==> config.mk <==
export PLATFORM = sky130hd
export DESIGN_NAME = lcsr_regs
export DESIGN_NICKNAME = d
export VERILOG_FILES = /design/src/shared/lcsr_pkg.sv /design/src/lcsr_regs.sv /design/src/lcsr_sync.sv
export SDC_FILE = /design/constraint.sdc
export NUM_CORES = 1
export LEC_CHECK = 0
export ABC_AREA = 1
export CAP_MARGIN = 20
export CORE_ASPECT_RATIO = 2
export CORE_MARGIN = 2
export CORE_UTILIZATION = 45
export DETAILED_ROUTE_END_ITERATION = 10
export DONT_BUFFER_PORTS = 1
export SETUP_SLACK_MARGIN = 0.5
export SYNTH_ARGS = -nofsm -noshare
export SYNTH_HDL_FRONTEND = slang
export SYNTH_SLANG_ARGS = --single-unit
==> constraint.sdc <==
create_clock -name sys_clk -period 4.3 [get_ports sys_clk]
set_input_delay 0.86 -clock sys_clk [delete_from_list [all_inputs] [get_ports sys_clk]]
set_output_delay 0.86 -clock sys_clk [all_outputs]
set_load 0.02 [all_outputs]
==> src/shared/lcsr_pkg.sv <==
package lcsr_pkg;
    // ==========================================
    // register addresses (two address bits per frame)
    localparam int ADDR_W = 2;
    localparam logic [1:0] ADDR_ALARM_STATUS = 2'h0;
    localparam logic [1:0] ADDR_LINE_CONFIG = 2'h1;
    localparam logic [7:0] LINE_CONFIG_RESET = 8'h00;

    // ==========================================
    // line_config field positions
    localparam int CFG_RX_FILTER = 7;
    localparam int CFG_FAST_SLEW = 6;
    localparam int CFG_LOWSIDE = 5;
    localparam int CFG_PUSHPULL = 4;
    localparam int CFG_DRV_EN = 3;
    localparam int CFG_SOFT_LEVEL = 2;
    localparam int CFG_RX_DISABLE = 1;
    localparam int CFG_SINK_EN = 0;

    // ==========================================
    // alarm_status field positions
    localparam int STS_LEVEL_INV = 4;
    localparam int STS_LINE_FAULT = 3;
    localparam int STS_REG3V3_UV = 2;
    localparam int STS_SUPPLY_UV = 1;
    localparam int STS_OVERTEMP = 0;

    // ==========================================
    // serial frame: command byte {write, 5'b0, addr[1:0]} then data byte
    localparam int CMD_WRITE_BIT = 7;
    localparam logic [4:0] FRAME_CMD_BITS = 5'h08;
    localparam logic [4:0] FRAME_BITS = 5'h10;

    // ==========================================
    // pins that cross into sys_clk, index into the synchroniser bus
    localparam int IN_W = 12;
    localparam int IN_SCLK = 0;
    localparam int IN_CS_N = 1;
    localparam int IN_MOSI = 2;
    localparam int IN_TRANSMIT_ENABLE_PIN = 3;
    localparam int IN_TXC = 4;
    localparam int IN_TXQ = 5;
    localparam int IN_LINE_HIGH = 6;
    localparam int IN_LINE_FAULT = 7;
    localparam int IN_REG_UV = 8;
    localparam int IN_SUPPLY_UV = 9;
    localparam int IN_OVERTEMP = 10;
    localparam int IN_MON_EN = 11;
    // pin levels seen at reset: select, clock idle
    localparam logic [IN_W-1:0] IN_RESET = 12'h002;
endpackage : lcsr_pkg

==> src/lcsr_regs.sv <==
`timescale 1ns/1ps
// Overview of operation
// RULE1 - status level bit is the line level inverted: 1 below 8V, 0 above 13V
// RULE2 - level bit tracks even with receiver off, never interrupts, unchanged by reads
// RULE3 - driver short or voltage fault sets line fault flag and status, pulls irq low
// RULE4 - status read clears line fault flag and releases irq
// RULE5 - regulator below 2.4V sets its flag; irq only when monitoring is enabled
// RULE6 - with monitoring, undervoltage output high while flag set, low once regulator recovers
// RULE7 - supply below 7.4V sets flag and status, pulls irq low, always active
// RULE8 - status read clears supply and regulator undervoltage flags and releases irq
// RULE9 - over 115C sets overtemp status and flag, irq asserted
// RULE10 - read clears overtemp flag; no re-set until temperature drops below 95C
// RULE11 - line config fully read/write, zero after power-on
// RULE12 - filter select: 500kHz at 0, 1MHz at 1, both receivers together
// RULE13 - fast slew speeds up both drivers; host sets it only for 230kbps
// RULE14 - open-drain: low-side select 1 sinks, 0 sources
// RULE15 - push-pull select 1 gives push-pull, 0 open-drain
// RULE16 - driver enabled when enable bit or transmit enable pin is high
// RULE17 - enabled and both data pins high: line follows soft level bit
// RULE18 - receiver disable switches receiver off and forces receive output high
// RULE19 - sink enable bit switches the line current sink on and off
// RULE20 - persisting line fault sets its flag again right after a status read
// RULE21 - irq stays low while any enabled flag is set
module lcsr_regs (
    input wire logic sys_clk,
    input wire logic rst,
    input wire logic spi_sclk,
    input wire logic spi_cs_n,
    input wire logic spi_mosi,
    output logic spi_miso,
    input wire logic transmit_enable_pin,
    input wire logic transmit_data_c,
    input wire logic transmit_data_q,
    input wire logic line_high_det,
    input wire logic line_fault_det,
    input wire logic reg3v3_undervolt_det,
    input wire logic supply_undervolt_det,
    input wire logic overtemp_det,
    input wire logic reg3v3_monitor_enable,
    output logic irq_n,
    output logic undervoltage_out,
    output logic line_fault_status,
    output logic supply_undervolt_status,
    output logic overtemp_status,
    output logic filter_1mhz,
    output logic fast_slew,
    output logic line_high_side_on,
    output logic line_low_side_on,
    output logic line_driver_active,
    output logic receive_out,
    output logic line_sink_on
);
    import lcsr_pkg::*;

    // ==========================================
    // state
    typedef struct packed {
        logic [7:0] line_config;
        logic line_fault_irq_flag;
        logic reg3v3_undervolt_irq_flag;
        logic supply_undervolt_irq_flag;
        logic overtemp_irq_flag;
        logic reg_uv_prev;
        logic supply_uv_prev;
        logic overtemp_prev;
        logic sclk_prev;
        logic cs_n_prev;
        logic [7:0] rx_shift;
        logic [7:0] tx_shift;
        logic [4:0] bit_cnt;
        logic cmd_write;
        logic [ADDR_W-1:0] cmd_addr;
        logic [3:0] sts_snap;
        logic miso;
        logic irq_n;
        logic uv_out;
        logic lf_status;
        logic sup_status;
        logic ot_status;
        logic filt;
        logic slew;
        logic hi_on;
        logic lo_on;
        logic drv_active;
        logic rx_out;
        logic sink_on;
    } lcsr_st_t;

    lcsr_st_t st_ff;
    lcsr_st_t nxt_st;
    logic [IN_W-1:0] pin_s;
    logic [IN_W-1:0] pin_raw;

    // ==========================================
    // synchronise every pin, including the serial clock
    assign pin_raw[IN_SCLK] = spi_sclk;
    assign pin_raw[IN_CS_N] = spi_cs_n;
    assign pin_raw[IN_MOSI] = spi_mosi;
    assign pin_raw[IN_TRANSMIT_ENABLE_PIN] = transmit_enable_pin;
    assign pin_raw[IN_TXC] = transmit_data_c;
    assign pin_raw[IN_TXQ] = transmit_data_q;
    assign pin_raw[IN_LINE_HIGH] = line_high_det;
    assign pin_raw[IN_LINE_FAULT] = line_fault_det;
    assign pin_raw[IN_REG_UV] = reg3v3_undervolt_det;
    assign pin_raw[IN_SUPPLY_UV] = supply_undervolt_det;
    assign pin_raw[IN_OVERTEMP] = overtemp_det;
    assign pin_raw[IN_MON_EN] = reg3v3_monitor_enable;

    // serial pins and slow line monitors run through separate but identical chains
    lcsr_sync #(
        .W(IN_TRANSMIT_ENABLE_PIN),
        .INIT(IN_RESET[IN_TRANSMIT_ENABLE_PIN-1:0])
    ) u_sync_serial (
        .sys_clk(sys_clk),
        .rst(rst),
        .async_in(pin_raw[IN_TRANSMIT_ENABLE_PIN-1:0]),
        .sync_out(pin_s[IN_TRANSMIT_ENABLE_PIN-1:0])
    );

    lcsr_sync #(
        .W(IN_W - IN_TRANSMIT_ENABLE_PIN),
        .INIT(IN_RESET[IN_W-1:IN_TRANSMIT_ENABLE_PIN])
    ) u_sync_line (
        .sys_clk(sys_clk),
        .rst(rst),
        .async_in(pin_raw[IN_W-1:IN_TRANSMIT_ENABLE_PIN]),
        .sync_out(pin_s[IN_W-1:IN_TRANSMIT_ENABLE_PIN])
    );

    // ==========================================
    // next state
    always_comb begin
        logic sclk_rise;
        logic sclk_fall;
        logic cs_rise;
        logic status_clear;
        logic drv_en;
        logic level;
        logic [7:0] rd_data;
        logic [4:0] cnt_inc;
        logic irq_any;
        nxt_st = st_ff;
        drv_en = 1'b0;
        level = 1'b0;
        irq_any = 1'b0;
        sclk_rise = pin_s[IN_SCLK] & ~st_ff.sclk_prev & ~pin_s[IN_CS_N];
        sclk_fall = ~pin_s[IN_SCLK] & st_ff.sclk_prev & ~pin_s[IN_CS_N];
        cs_rise = pin_s[IN_CS_N] & ~st_ff.cs_n_prev;
        status_clear = 1'b0;
        cnt_inc = st_ff.bit_cnt + 5'h01;
        rd_data = 8'h00;
        nxt_st.sclk_prev = pin_s[IN_SCLK];
        nxt_st.cs_n_prev = pin_s[IN_CS_N];

        // status word; the level bit is live and never latched
        if (st_ff.rx_shift[ADDR_W-1:0] == ADDR_ALARM_STATUS) begin
            rd_data[STS_LEVEL_INV] = ~pin_s[IN_LINE_HIGH]; // RULE1 RULE2
            rd_data[STS_LINE_FAULT] = st_ff.line_fault_irq_flag;
            rd_data[STS_REG3V3_UV] = st_ff.reg3v3_undervolt_irq_flag;
            rd_data[STS_SUPPLY_UV] = st_ff.supply_undervolt_irq_flag;
            rd_data[STS_OVERTEMP] = st_ff.overtemp_irq_flag;
        end else if (st_ff.rx_shift[ADDR_W-1:0] == ADDR_LINE_CONFIG) begin
            rd_data = st_ff.line_config; // RULE11
        end else begin
            // the two registers outside this block read back as zero
            rd_data = 8'h00;
        end

        // ==========================================
        // serial frame, mode 0: sample on rise, shift out on fall
        // sclk is oversampled, so each of its phases must last three system clocks
        if (pin_s[IN_CS_N]) begin
            nxt_st.bit_cnt = 5'h00;
            nxt_st.miso = 1'b0;
        end else if (sclk_rise && st_ff.bit_cnt != FRAME_BITS) begin
            nxt_st.rx_shift = {st_ff.rx_shift[6:0], pin_s[IN_MOSI]};
            nxt_st.bit_cnt = cnt_inc;
            if (cnt_inc == FRAME_CMD_BITS) begin
                nxt_st.cmd_write = st_ff.rx_shift[CMD_WRITE_BIT-1];
                nxt_st.cmd_addr = {st_ff.rx_shift[0], pin_s[IN_MOSI]};
            end
            if (cnt_inc == FRAME_BITS && st_ff.cmd_write
                    && st_ff.cmd_addr == ADDR_LINE_CONFIG) begin
                nxt_st.line_config = {st_ff.rx_shift[6:0], pin_s[IN_MOSI]}; // RULE11
            end
        end else if (sclk_fall && st_ff.bit_cnt == FRAME_CMD_BITS) begin
            // read data is chosen only after the whole address is in
            nxt_st.miso = rd_data[7];
            nxt_st.tx_shift = {rd_data[6:0], 1'b0};
            nxt_st.sts_snap = rd_data[STS_LINE_FAULT:STS_OVERTEMP];
        end else if (sclk_fall && st_ff.bit_cnt > FRAME_CMD_BITS) begin
            nxt_st.miso = st_ff.tx_shift[7];
            nxt_st.tx_shift = {st_ff.tx_shift[6:0], 1'b0};
        end

        // a completed read frame of the status register clears the flags
        if (cs_rise && st_ff.bit_cnt == FRAME_BITS && !st_ff.cmd_write
                && st_ff.cmd_addr == ADDR_ALARM_STATUS) begin
            status_clear = 1'b1; // RULE4 RULE8 RULE10
        end

        // ==========================================
        // alarm flags: a set in the clearing cycle wins
        nxt_st.reg_uv_prev = pin_s[IN_REG_UV];
        nxt_st.supply_uv_prev = pin_s[IN_SUPPLY_UV];
        nxt_st.overtemp_prev = pin_s[IN_OVERTEMP];
        // only flags that went out in the word are cleared, so later events survive
        nxt_st.line_fault_irq_flag = (st_ff.line_fault_irq_flag
            & ~(status_clear & st_ff.sts_snap[STS_LINE_FAULT]))
            | pin_s[IN_LINE_FAULT]; // RULE3 RULE20
        nxt_st.reg3v3_undervolt_irq_flag = (st_ff.reg3v3_undervolt_irq_flag
            & ~(status_clear & st_ff.sts_snap[STS_REG3V3_UV]))
            | (pin_s[IN_REG_UV] & ~st_ff.reg_uv_prev); // RULE5
        nxt_st.supply_undervolt_irq_flag = (st_ff.supply_undervolt_irq_flag
            & ~(status_clear & st_ff.sts_snap[STS_SUPPLY_UV]))
            | (pin_s[IN_SUPPLY_UV] & ~st_ff.supply_uv_prev); // RULE7
        // the warning detector only falls at 95C, so an edge means a fresh event
        nxt_st.overtemp_irq_flag = (st_ff.overtemp_irq_flag
            & ~(status_clear & st_ff.sts_snap[STS_OVERTEMP]))
            | (pin_s[IN_OVERTEMP] & ~st_ff.overtemp_prev); // RULE9 RULE10
        nxt_st.lf_status = pin_s[IN_LINE_FAULT]; // RULE3
        nxt_st.sup_status = pin_s[IN_SUPPLY_UV]; // RULE7
        nxt_st.ot_status = pin_s[IN_OVERTEMP]; // RULE9

        // the level bit is left out on purpose: it never raises an interrupt
        irq_any = nxt_st.line_fault_irq_flag | nxt_st.supply_undervolt_irq_flag; // RULE3 RULE7
        irq_any = irq_any | nxt_st.overtemp_irq_flag; // RULE9
        // the regulator flag is always recorded but only interrupts when monitored
        irq_any = irq_any | (nxt_st.reg3v3_undervolt_irq_flag & pin_s[IN_MON_EN]); // RULE5
        nxt_st.irq_n = ~irq_any; // RULE21 RULE2
        nxt_st.uv_out = pin_s[IN_MON_EN] & nxt_st.reg3v3_undervolt_irq_flag
            & pin_s[IN_REG_UV]; // RULE6

        // ==========================================
        // line driver and receiver controls
        drv_en = st_ff.line_config[CFG_DRV_EN] | pin_s[IN_TRANSMIT_ENABLE_PIN]; // RULE16
        // data pins low drive the line high; both high hand it to the soft bit
        level = (pin_s[IN_TXC] & pin_s[IN_TXQ]) ? st_ff.line_config[CFG_SOFT_LEVEL]
            : 1'b1; // RULE17
        nxt_st.drv_active = drv_en;
        if (st_ff.line_config[CFG_PUSHPULL]) begin
            nxt_st.hi_on = drv_en & level; // RULE15
            nxt_st.lo_on = drv_en & ~level;
        end else if (st_ff.line_config[CFG_LOWSIDE]) begin
            nxt_st.hi_on = 1'b0; // RULE14
            nxt_st.lo_on = drv_en & ~level;
        end else begin
            nxt_st.hi_on = drv_en & level; // RULE14
            nxt_st.lo_on = 1'b0;
        end
        nxt_st.filt = st_ff.line_config[CFG_RX_FILTER]; // RULE12
        nxt_st.slew = st_ff.line_config[CFG_FAST_SLEW]; // RULE13
        nxt_st.rx_out = st_ff.line_config[CFG_RX_DISABLE] | ~pin_s[IN_LINE_HIGH]; // RULE18
        nxt_st.sink_on = st_ff.line_config[CFG_SINK_EN]; // RULE19
    end

    always_ff @(posedge sys_clk or posedge rst) begin
        if (rst) begin
            st_ff.line_config <= LINE_CONFIG_RESET;
            st_ff.line_fault_irq_flag <= 1'b0;
            st_ff.reg3v3_undervolt_irq_flag <= 1'b0;
            st_ff.supply_undervolt_irq_flag <= 1'b0;
            st_ff.overtemp_irq_flag <= 1'b0;
            st_ff.reg_uv_prev <= IN_RESET[IN_REG_UV];
            st_ff.supply_uv_prev <= IN_RESET[IN_SUPPLY_UV];
            st_ff.overtemp_prev <= IN_RESET[IN_OVERTEMP];
            st_ff.sclk_prev <= IN_RESET[IN_SCLK];
            st_ff.cs_n_prev <= IN_RESET[IN_CS_N];
            st_ff.rx_shift <= 8'h00;
            st_ff.tx_shift <= 8'h00;
            st_ff.bit_cnt <= 5'h00;
            st_ff.cmd_write <= 1'b0;
            st_ff.cmd_addr <= ADDR_ALARM_STATUS;
            st_ff.sts_snap <= 4'h0;
            st_ff.miso <= 1'b0;
            st_ff.irq_n <= 1'b1;
            st_ff.uv_out <= 1'b0;
            st_ff.lf_status <= 1'b0;
            st_ff.sup_status <= 1'b0;
            st_ff.ot_status <= 1'b0;
            st_ff.filt <= 1'b0;
            st_ff.slew <= 1'b0;
            st_ff.hi_on <= 1'b0;
            st_ff.lo_on <= 1'b0;
            st_ff.drv_active <= 1'b0;
            st_ff.rx_out <= 1'b1;
            st_ff.sink_on <= 1'b0;
        end else begin
            st_ff <= nxt_st;
        end
    end

    // ==========================================
    // outputs, each straight from a flop
    assign spi_miso = st_ff.miso;
    assign irq_n = st_ff.irq_n;
    assign undervoltage_out = st_ff.uv_out;
    assign line_fault_status = st_ff.lf_status;
    assign supply_undervolt_status = st_ff.sup_status;
    assign overtemp_status = st_ff.ot_status;
    assign filter_1mhz = st_ff.filt;
    assign fast_slew = st_ff.slew;
    assign line_high_side_on = st_ff.hi_on;
    assign line_low_side_on = st_ff.lo_on;
    assign line_driver_active = st_ff.drv_active;
    assign receive_out = st_ff.rx_out;
    assign line_sink_on = st_ff.sink_on;
endmodule : lcsr_regs

==> src/lcsr_sync.sv <==
`timescale 1ns/1ps
module lcsr_sync #(
    parameter int W = 1,
    parameter logic [W-1:0] INIT = '0
) (
    input wire logic sys_clk,
    input wire logic rst,
    input wire logic [W-1:0] async_in,
    output logic [W-1:0] sync_out
);
    typedef struct packed {
        logic [W-1:0] meta;
        logic [W-1:0] stable;
    } lcsr_sync_st_t;

    lcsr_sync_st_t st_ff;
    lcsr_sync_st_t nxt_st;

    // the first stage is read only by the second stage
    always_comb begin
        nxt_st = st_ff;
        nxt_st.meta = async_in;
        nxt_st.stable = st_ff.meta;
    end

    always_ff @(posedge sys_clk or posedge rst) begin
        if (rst) begin
            st_ff <= {INIT, INIT};
        end else begin
            st_ff <= nxt_st;
        end
    end

    assign sync_out = st_ff.stable;
endmodule : lcsr_sync
# Word level (Yosys, flattened, before mapping)
# Cells that the tools add are included.
[totals]
ramBits = 0
mem_count = 0
input_bits = 14
elab_cells = 122
rom_bits = 0
latchBits = 0
output_inout_bits = 13
register_bits = 79
[classes]
div_mod_pow = 0
n_reduce_logical = 20
muxes = 16
shift = 0
add_sub_neg = 1
eq_ne = 8
magnitude_cmp = 1
mul = 0
n_bitwise = 45
[op_table]
columns = ["operator", "n"]
rows = [
  ["$mux 8", 4],
  ["$and 1x1->1", 21],
  ["$not 1->1", 15],
  ["$reduce_and 3->1", 4],
  ["$eq 5x4->1 const B", 2],
  ["$eq 5x5->1 const B", 2],
  ["$mux 5", 2],
  ["$or 1x1->1", 9],
  ["$logic_and 1x1->1", 8],
  ["$mux 1", 6],
  ["$mux 3", 2],
  ["$add 5x1->5 const B", 1],
  ["$gt 5x4->1 const B", 1],
  ["$ne 5x5->1 const B", 1],
  ["$eq 2x1->1 const B", 2],
  ["$logic_not 2->1", 2],
  ["$mux 2", 2],
  ["$reduce_and 2->1", 2],
  ["$reduce_bool 2->1", 2],
  ["$reduce_bool 3->1", 1],
  ["$ne 2x1->1 const B", 1],
  ["$logic_not 1->1", 1],
]

# Longest topological paths before layout
[depth]
ltp_word = 14
mapped_depth = 10
depth_no_buf = 10

# By module
# From an unflattened synthesis, not the netlist that was laid out.
[unflattened]
hier_cells = 274
hier_area_um2 = 2899.0
[by_module_without_submodules]
columns = ["module", "seq_area_each_um2", "n_inst", "cells_each", "area_each_um2"]
rows = [
  ["lcsr_regs", 1355.0, 1, 248, 2288.4],
  ["lcsr_sync (u_sync_line)", 450.4, 1, 19, 454.2],
  ["lcsr_sync (u_sync_serial)", 152.6, 1, 7, 156.4],
]

# Worst setup path before layout
# No wires, ideal clock.
[synth_path]
path_kind = "register to register"
from = "reg st_ff[20] (netlist name)"
to = "reg st_ff[55] (netlist name)"
synth_period_minus_slack_ns = 1.473
t_required_ns = 4.183
setup_slack_ns = 2.827
setup_ns = 0.117
stages_incl_launch_ff = 9
arrival_time_ns = 1.357
path_buffers = 0
cell_sequence = "dfrtp_1 > ha_1 > xnor2_1 > and2_1 > nand2_2 > nor2_8 > nand2_4 > nand2_1 > nand2_1"
[synth_via]
elab_chain_len = 5
elab_cells_between_ends = 7
classes_between = "add/sub: 1; eq/ne: 2; reduce/logical: 4"
[synth_rtl]
columns = ["element", "line", "rtl"]
rows = [
  ["start, declared", "lcsr_regs.sv:89", "lcsr_st_t st_ff;"],
  ["$add 5x1->5", "lcsr_regs.sv:150", "cnt_inc = st_ff.bit_cnt + 5'h01;"],
  ["$eq 5x5->1", "lcsr_regs.sv:182", "if (cnt_inc == FRAME_BITS && st_ff.cmd_write"],
  ["$logic_and 1x1->1", "lcsr_regs.sv:182", ""],
  ["$logic_and 1x1->1", "lcsr_regs.sv:183", "&& st_ff.cmd_addr == ADDR_LINE_CONFIG) begin"],
  ["$reduce_and 3->1 (no source line) *", "--", ""],
]
# Mark *: on every way between the ends. The rest lies on a longest branch, timed or not.
# A chain may end at the register's enable or synchronous reset.

# Worst setup path after layout
[layout_path]
from = "reg st_ff[20] (netlist name)"
to = "reg st_ff[27] (netlist name)"
[layout_via]
elab_chain_len = 4
elab_cells_between_ends = 10
classes_between = "order compare: 1; eq/ne: 2; mux: 1; bitwise: 1; reduce/logical: 5"
[layout_rtl]
columns = ["element", "line", "rtl"]
rows = [
  ["$gt 5x4->1 (tied with other cells)", "lcsr_regs.sv:191", "end else if (sclk_fall && st_ff.bit_cnt > FRAME_CMD_BITS) begin"],
  ["$logic_and 1x1->1, on equally long branches", "lcsr_regs.sv:191, lcsr_regs.sv:175, lcsr_regs.sv:186", ""],
  ["$reduce_bool 2->1 (no source line) / $not 1->1 (equally long branches)", "--", ""],
  ["$reduce_and 3->1 (no source line)", "--", ""],
]
# Several ways; a longest one is shown, not always the timed one.

==> impl_metrics.ini <==
[run_status]
status = completed

[timing]
clock.fmax_mhz = 489
timing.clock.skew_ns = 0.00500
finalWorstPathRequiredPeriod_ns = 2.04
slew-limit-headroom_pct = 41.5
report.final.hold_viol_count = 0
setup_total_negative_slack_ns = 0
post-route-period-util_pct = 47.5
finalSetupViolCount = 0
drv_slew = 0
grt_setup_unrepaired = no
max_slew.worst_pin.slew_ns = 0.878

[detailed_routing]
dr.first_iter.drc_count = 100
route.detailed.wl_per_inst_um = 13.8
routed_via_density = 4.76
final_antenna_net_count = 0
postRouteWirelength_um = 5100
via_count_of_the_routed_design = 1763
drt_first_pass_iters = 4
drt_drc_violations_left = 0

[worst_setup_path]
reg2reg_to = st_ff[27]
rr_worst_depth = 7
reg2reg_setup_slack_ns = 2.26
r2r_start = st_ff[20]
timing.critical_path.from_type = flip-flop
worst-endpoint-required_ns = 4.49
critical_path.most_common_cell = sky130_fd_sc_hd__nor2_1
worstSetupPathType = flip-flop to flip-flop
worst-path-buf-inv = 2
crit_chain = inv_1, ha_1, nand4_1, nor2_1, inv_2, nor2_1, o22ai_1
critical-path-top-delay-family = simple AND/OR/NAND/NOR gates
cp_slowest_cell = sky130_fd_sc_hd__nor2_1
critPathArrivalTime_ns = 2.23
worst-path-max-fanout = 12
critPathCaptureType = flip-flop
cpPeakStageDelay_ns = 0.62

[floorplan]
site_rows = 41
initial_utilization_pct = 46.1
fp.dieW_um = 60.6
placeableCoreArea_mm2 = 0.00626
full_die_area_mm2 = 0.00711
die_h_um = 117
ios = 27

[placement]
place_congestion = 0.807
place_hpwl_um = 3650
port_buffers = 0

[worst_hold_path]
hold-path-cell-count = 0
beginning_of_the_worst_hold_path = u_sync_line.nxt_st[4]
min_delay_worst_endpoint = u_sync_line.sync_out[4]
hold_path.class = flip-flop to flip-flop

[synth]
synth_largest_area_cell = sky130_fd_sc_hd__dfrtp_1
synth_top_flop_cell = sky130_fd_sc_hd__dfrtp_1
synthArstFlopShare_pct = 100
yosysTopAreaCellShare_pct = 63.3
avgSynthCellArea_um2 = 10.7
synth_edf_count = 0
synth.distinct_cells = 27
yosysMostFrequentCell = sky130_fd_sc_hd__dfrtp_1
compound_gate_fraction_of_synth_area_pct = 7.59
synth-seq-area-share_pct = 67.9
synth-warning-count = 0
post_synth_inst_count = 270
largest_family_of_logic_cells_by_synthesized_area = simple AND/OR/NAND/NOR gates
syn-num-nets = 287
synth.ff_latch_count = 78
netlist_area_mm2 = 0.00289
post_synth_xor_area_fraction_pct = 0.911
adder_and_majority_gate_portion_of_the_synthesized_area_pct = 1.30
synth_common_cells = 73 x sky130_fd_sc_hd__dfrtp_1, 53 x sky130_fd_sc_hd__nand2_1, 29 x sky130_fd_sc_hd__inv_1, 25 x sky130_fd_sc_hd__nand3_1, 20 x sky130_fd_sc_hd__nor2_1
biggest_area_contributors_in_the_synthesized_netlist = sky130_fd_sc_hd__dfrtp_1 63%, sky130_fd_sc_hd__nand2_1 6.9%, sky130_fd_sc_hd__dfstp_2 4.6%
synth_simple_gate_area_share_pct = 17.3
yosys-mux-area-fraction_pct = 0

[final_layout]
antenna_cells_inserted = 0
final_layout_size_suffix_gt1_share_pct = 13.0
finish.utilization_pct = 52.5
areaGrowthSynthToFinish_pct = 13.9
finalNetCount = 296

[global_route]
antenna_found_initial = 0
grt_max_degree = 46
global_route_wire_length_before_repair_um = 8560
grtUsageTotal_pct = 17.2
number_of_global_route_vias_before_repair = 1795
globalRoute.totalOverflow = 0

[power_and_ir_drop]
ir_worst_vdd_mv = 0.327
switching_share_pct = 22.3
power_frac_clock_pct = 46.5
power_report.internal_total_mw = 1.25
p_seq_share_pct = 49.2
power.share.combinational_pct = 4.3
cellPowerDensity_mw_per_mm2 = 491
cellLeakagePower_nw = 1.55
netSwitchingPower_uw = 360

[cts]
cts.hold.buffers_added = 0
clock_sinks = 78
clkSlewWorstSetupHoldPaths_ns = 0.06
clock_insertion_delay_worst_skew_ns = 0.34
postCtsSetupBuffers = 0
post_cts.resized_instances = 0
cts_tree = done
htree_num_levels = 3
clk_root_buffer_cell = sky130_fd_sc_hd__clkbuf_16
clock_path_buffers = 2
number_of_cts_inserted_buffers = 9

[job]
drv_cap = 0
sequential cells by signal, indices dropped and copies added (netlist names), 3 cells and up:
register / flops
st_ff: 38
u_sync_line.nxt_st: 9
u_sync_line.sync_out: 9
nxt_st: 3
u_sync_serial.nxt_st: 3
u_sync_serial.sync_out: 3
metal layers:
layer  wire [um]  global-route usage [%]
met4         187                    10.1
met5           0                       0
met3         180                    5.27
met2        2720                    28.6
met1        2020                    18.8
worst max-delay path by stage:
stage	startpoint	endpoint	cells after the start
4_1_cts	st_ff[20]	st_ff[27]	7
2_1_floorplan	rst	fast_slew	1
3_5_place_dp	st_ff[20]	st_ff[27]	7
6_report	st_ff[20]	st_ff[27]	7
5_1_grt	st_ff[20]	st_ff[27]	7
3_3_place_gp	st_ff[20]	spi_miso	9
through the flow:
step                      hold slack (ns)  area [um^2]  std cells  setup slack [ns]  power [mW]
after floorplan                     0.331         2890        270              1.45       0.854
after global placement              0.332         2980        354              2.35       0.876
after detailed placement            0.335         2980        354              2.25       0.878
after CTS                           0.344         3290        370              2.22        1.63
after global routing                0.352         3290        370              2.01        1.68
final                               0.341         3290        370              2.26        1.61
cells in the final DEF (no fill, tap or decap), types with 2 or more instances in the layout:
master and count:
sky130_fd_sc_hd__clkinvlp_4 2, sky130_fd_sc_hd__inv_1 28, sky130_fd_sc_hd__o22ai_1 6, sky130_fd_sc_hd__dfstp_2 5
sky130_fd_sc_hd__o21ai_0 10, sky130_fd_sc_hd__or2_2 2, sky130_fd_sc_hd__clkbuf_16 9, sky130_fd_sc_hd__o21ai_1 13
sky130_fd_sc_hd__clkinv_2 2, sky130_fd_sc_hd__a21oi_1 10, sky130_fd_sc_hd__nand2_1 53, sky130_fd_sc_hd__xor2_1 2
sky130_fd_sc_hd__inv_2 5, sky130_fd_sc_hd__nand3_1 25, sky130_fd_sc_hd__dfrtp_1 73, sky130_fd_sc_hd__ha_1 3
sky130_fd_sc_hd__nor2_1 20
logic make-up after synthesis:
logic type	after synthesis
adder cells (fa/ha/maj)	3
AO/OA/AOI/OAI	40
XOR/XNOR	3
AND/OR/NAND/NOR	109
flip-flops	78
buffers and inverters	37
layout make-up:
type | instances | area [um^2]
Sequential cell | 78 | 1960
Fill cell | 576 | 2970
Clock inverter | 5 | 58.8
Inverter | 34 | 129
Timing Repair Buffer | 1 | 7.51
Clock buffer | 11 | 243
Tap cell | 86 | 108
Multi-Input combinational cell | 155 | 782
power by group through the flow:
stage	Combinational [mW]	Sequential, mW	Clock, mW
finish	0.0696	0.794	0.749
global route	0.0848	0.797	0.795
CTS	0.0718	0.794	0.767
detailed placement	0.0708	0.807	0
global placement	0.0702	0.806	0
floorplan	0.0557	0.798	0
worst register-to-register path: cells and delay by family (launching register included):
family          cells  cell delay, ns
compound gates      1            0.10
fa+ha+maj           1            0.18
buf+inv             2            0.31
flops               1            0.41
simple gates        3            0.90
Power figures use the tool's default switching activity.
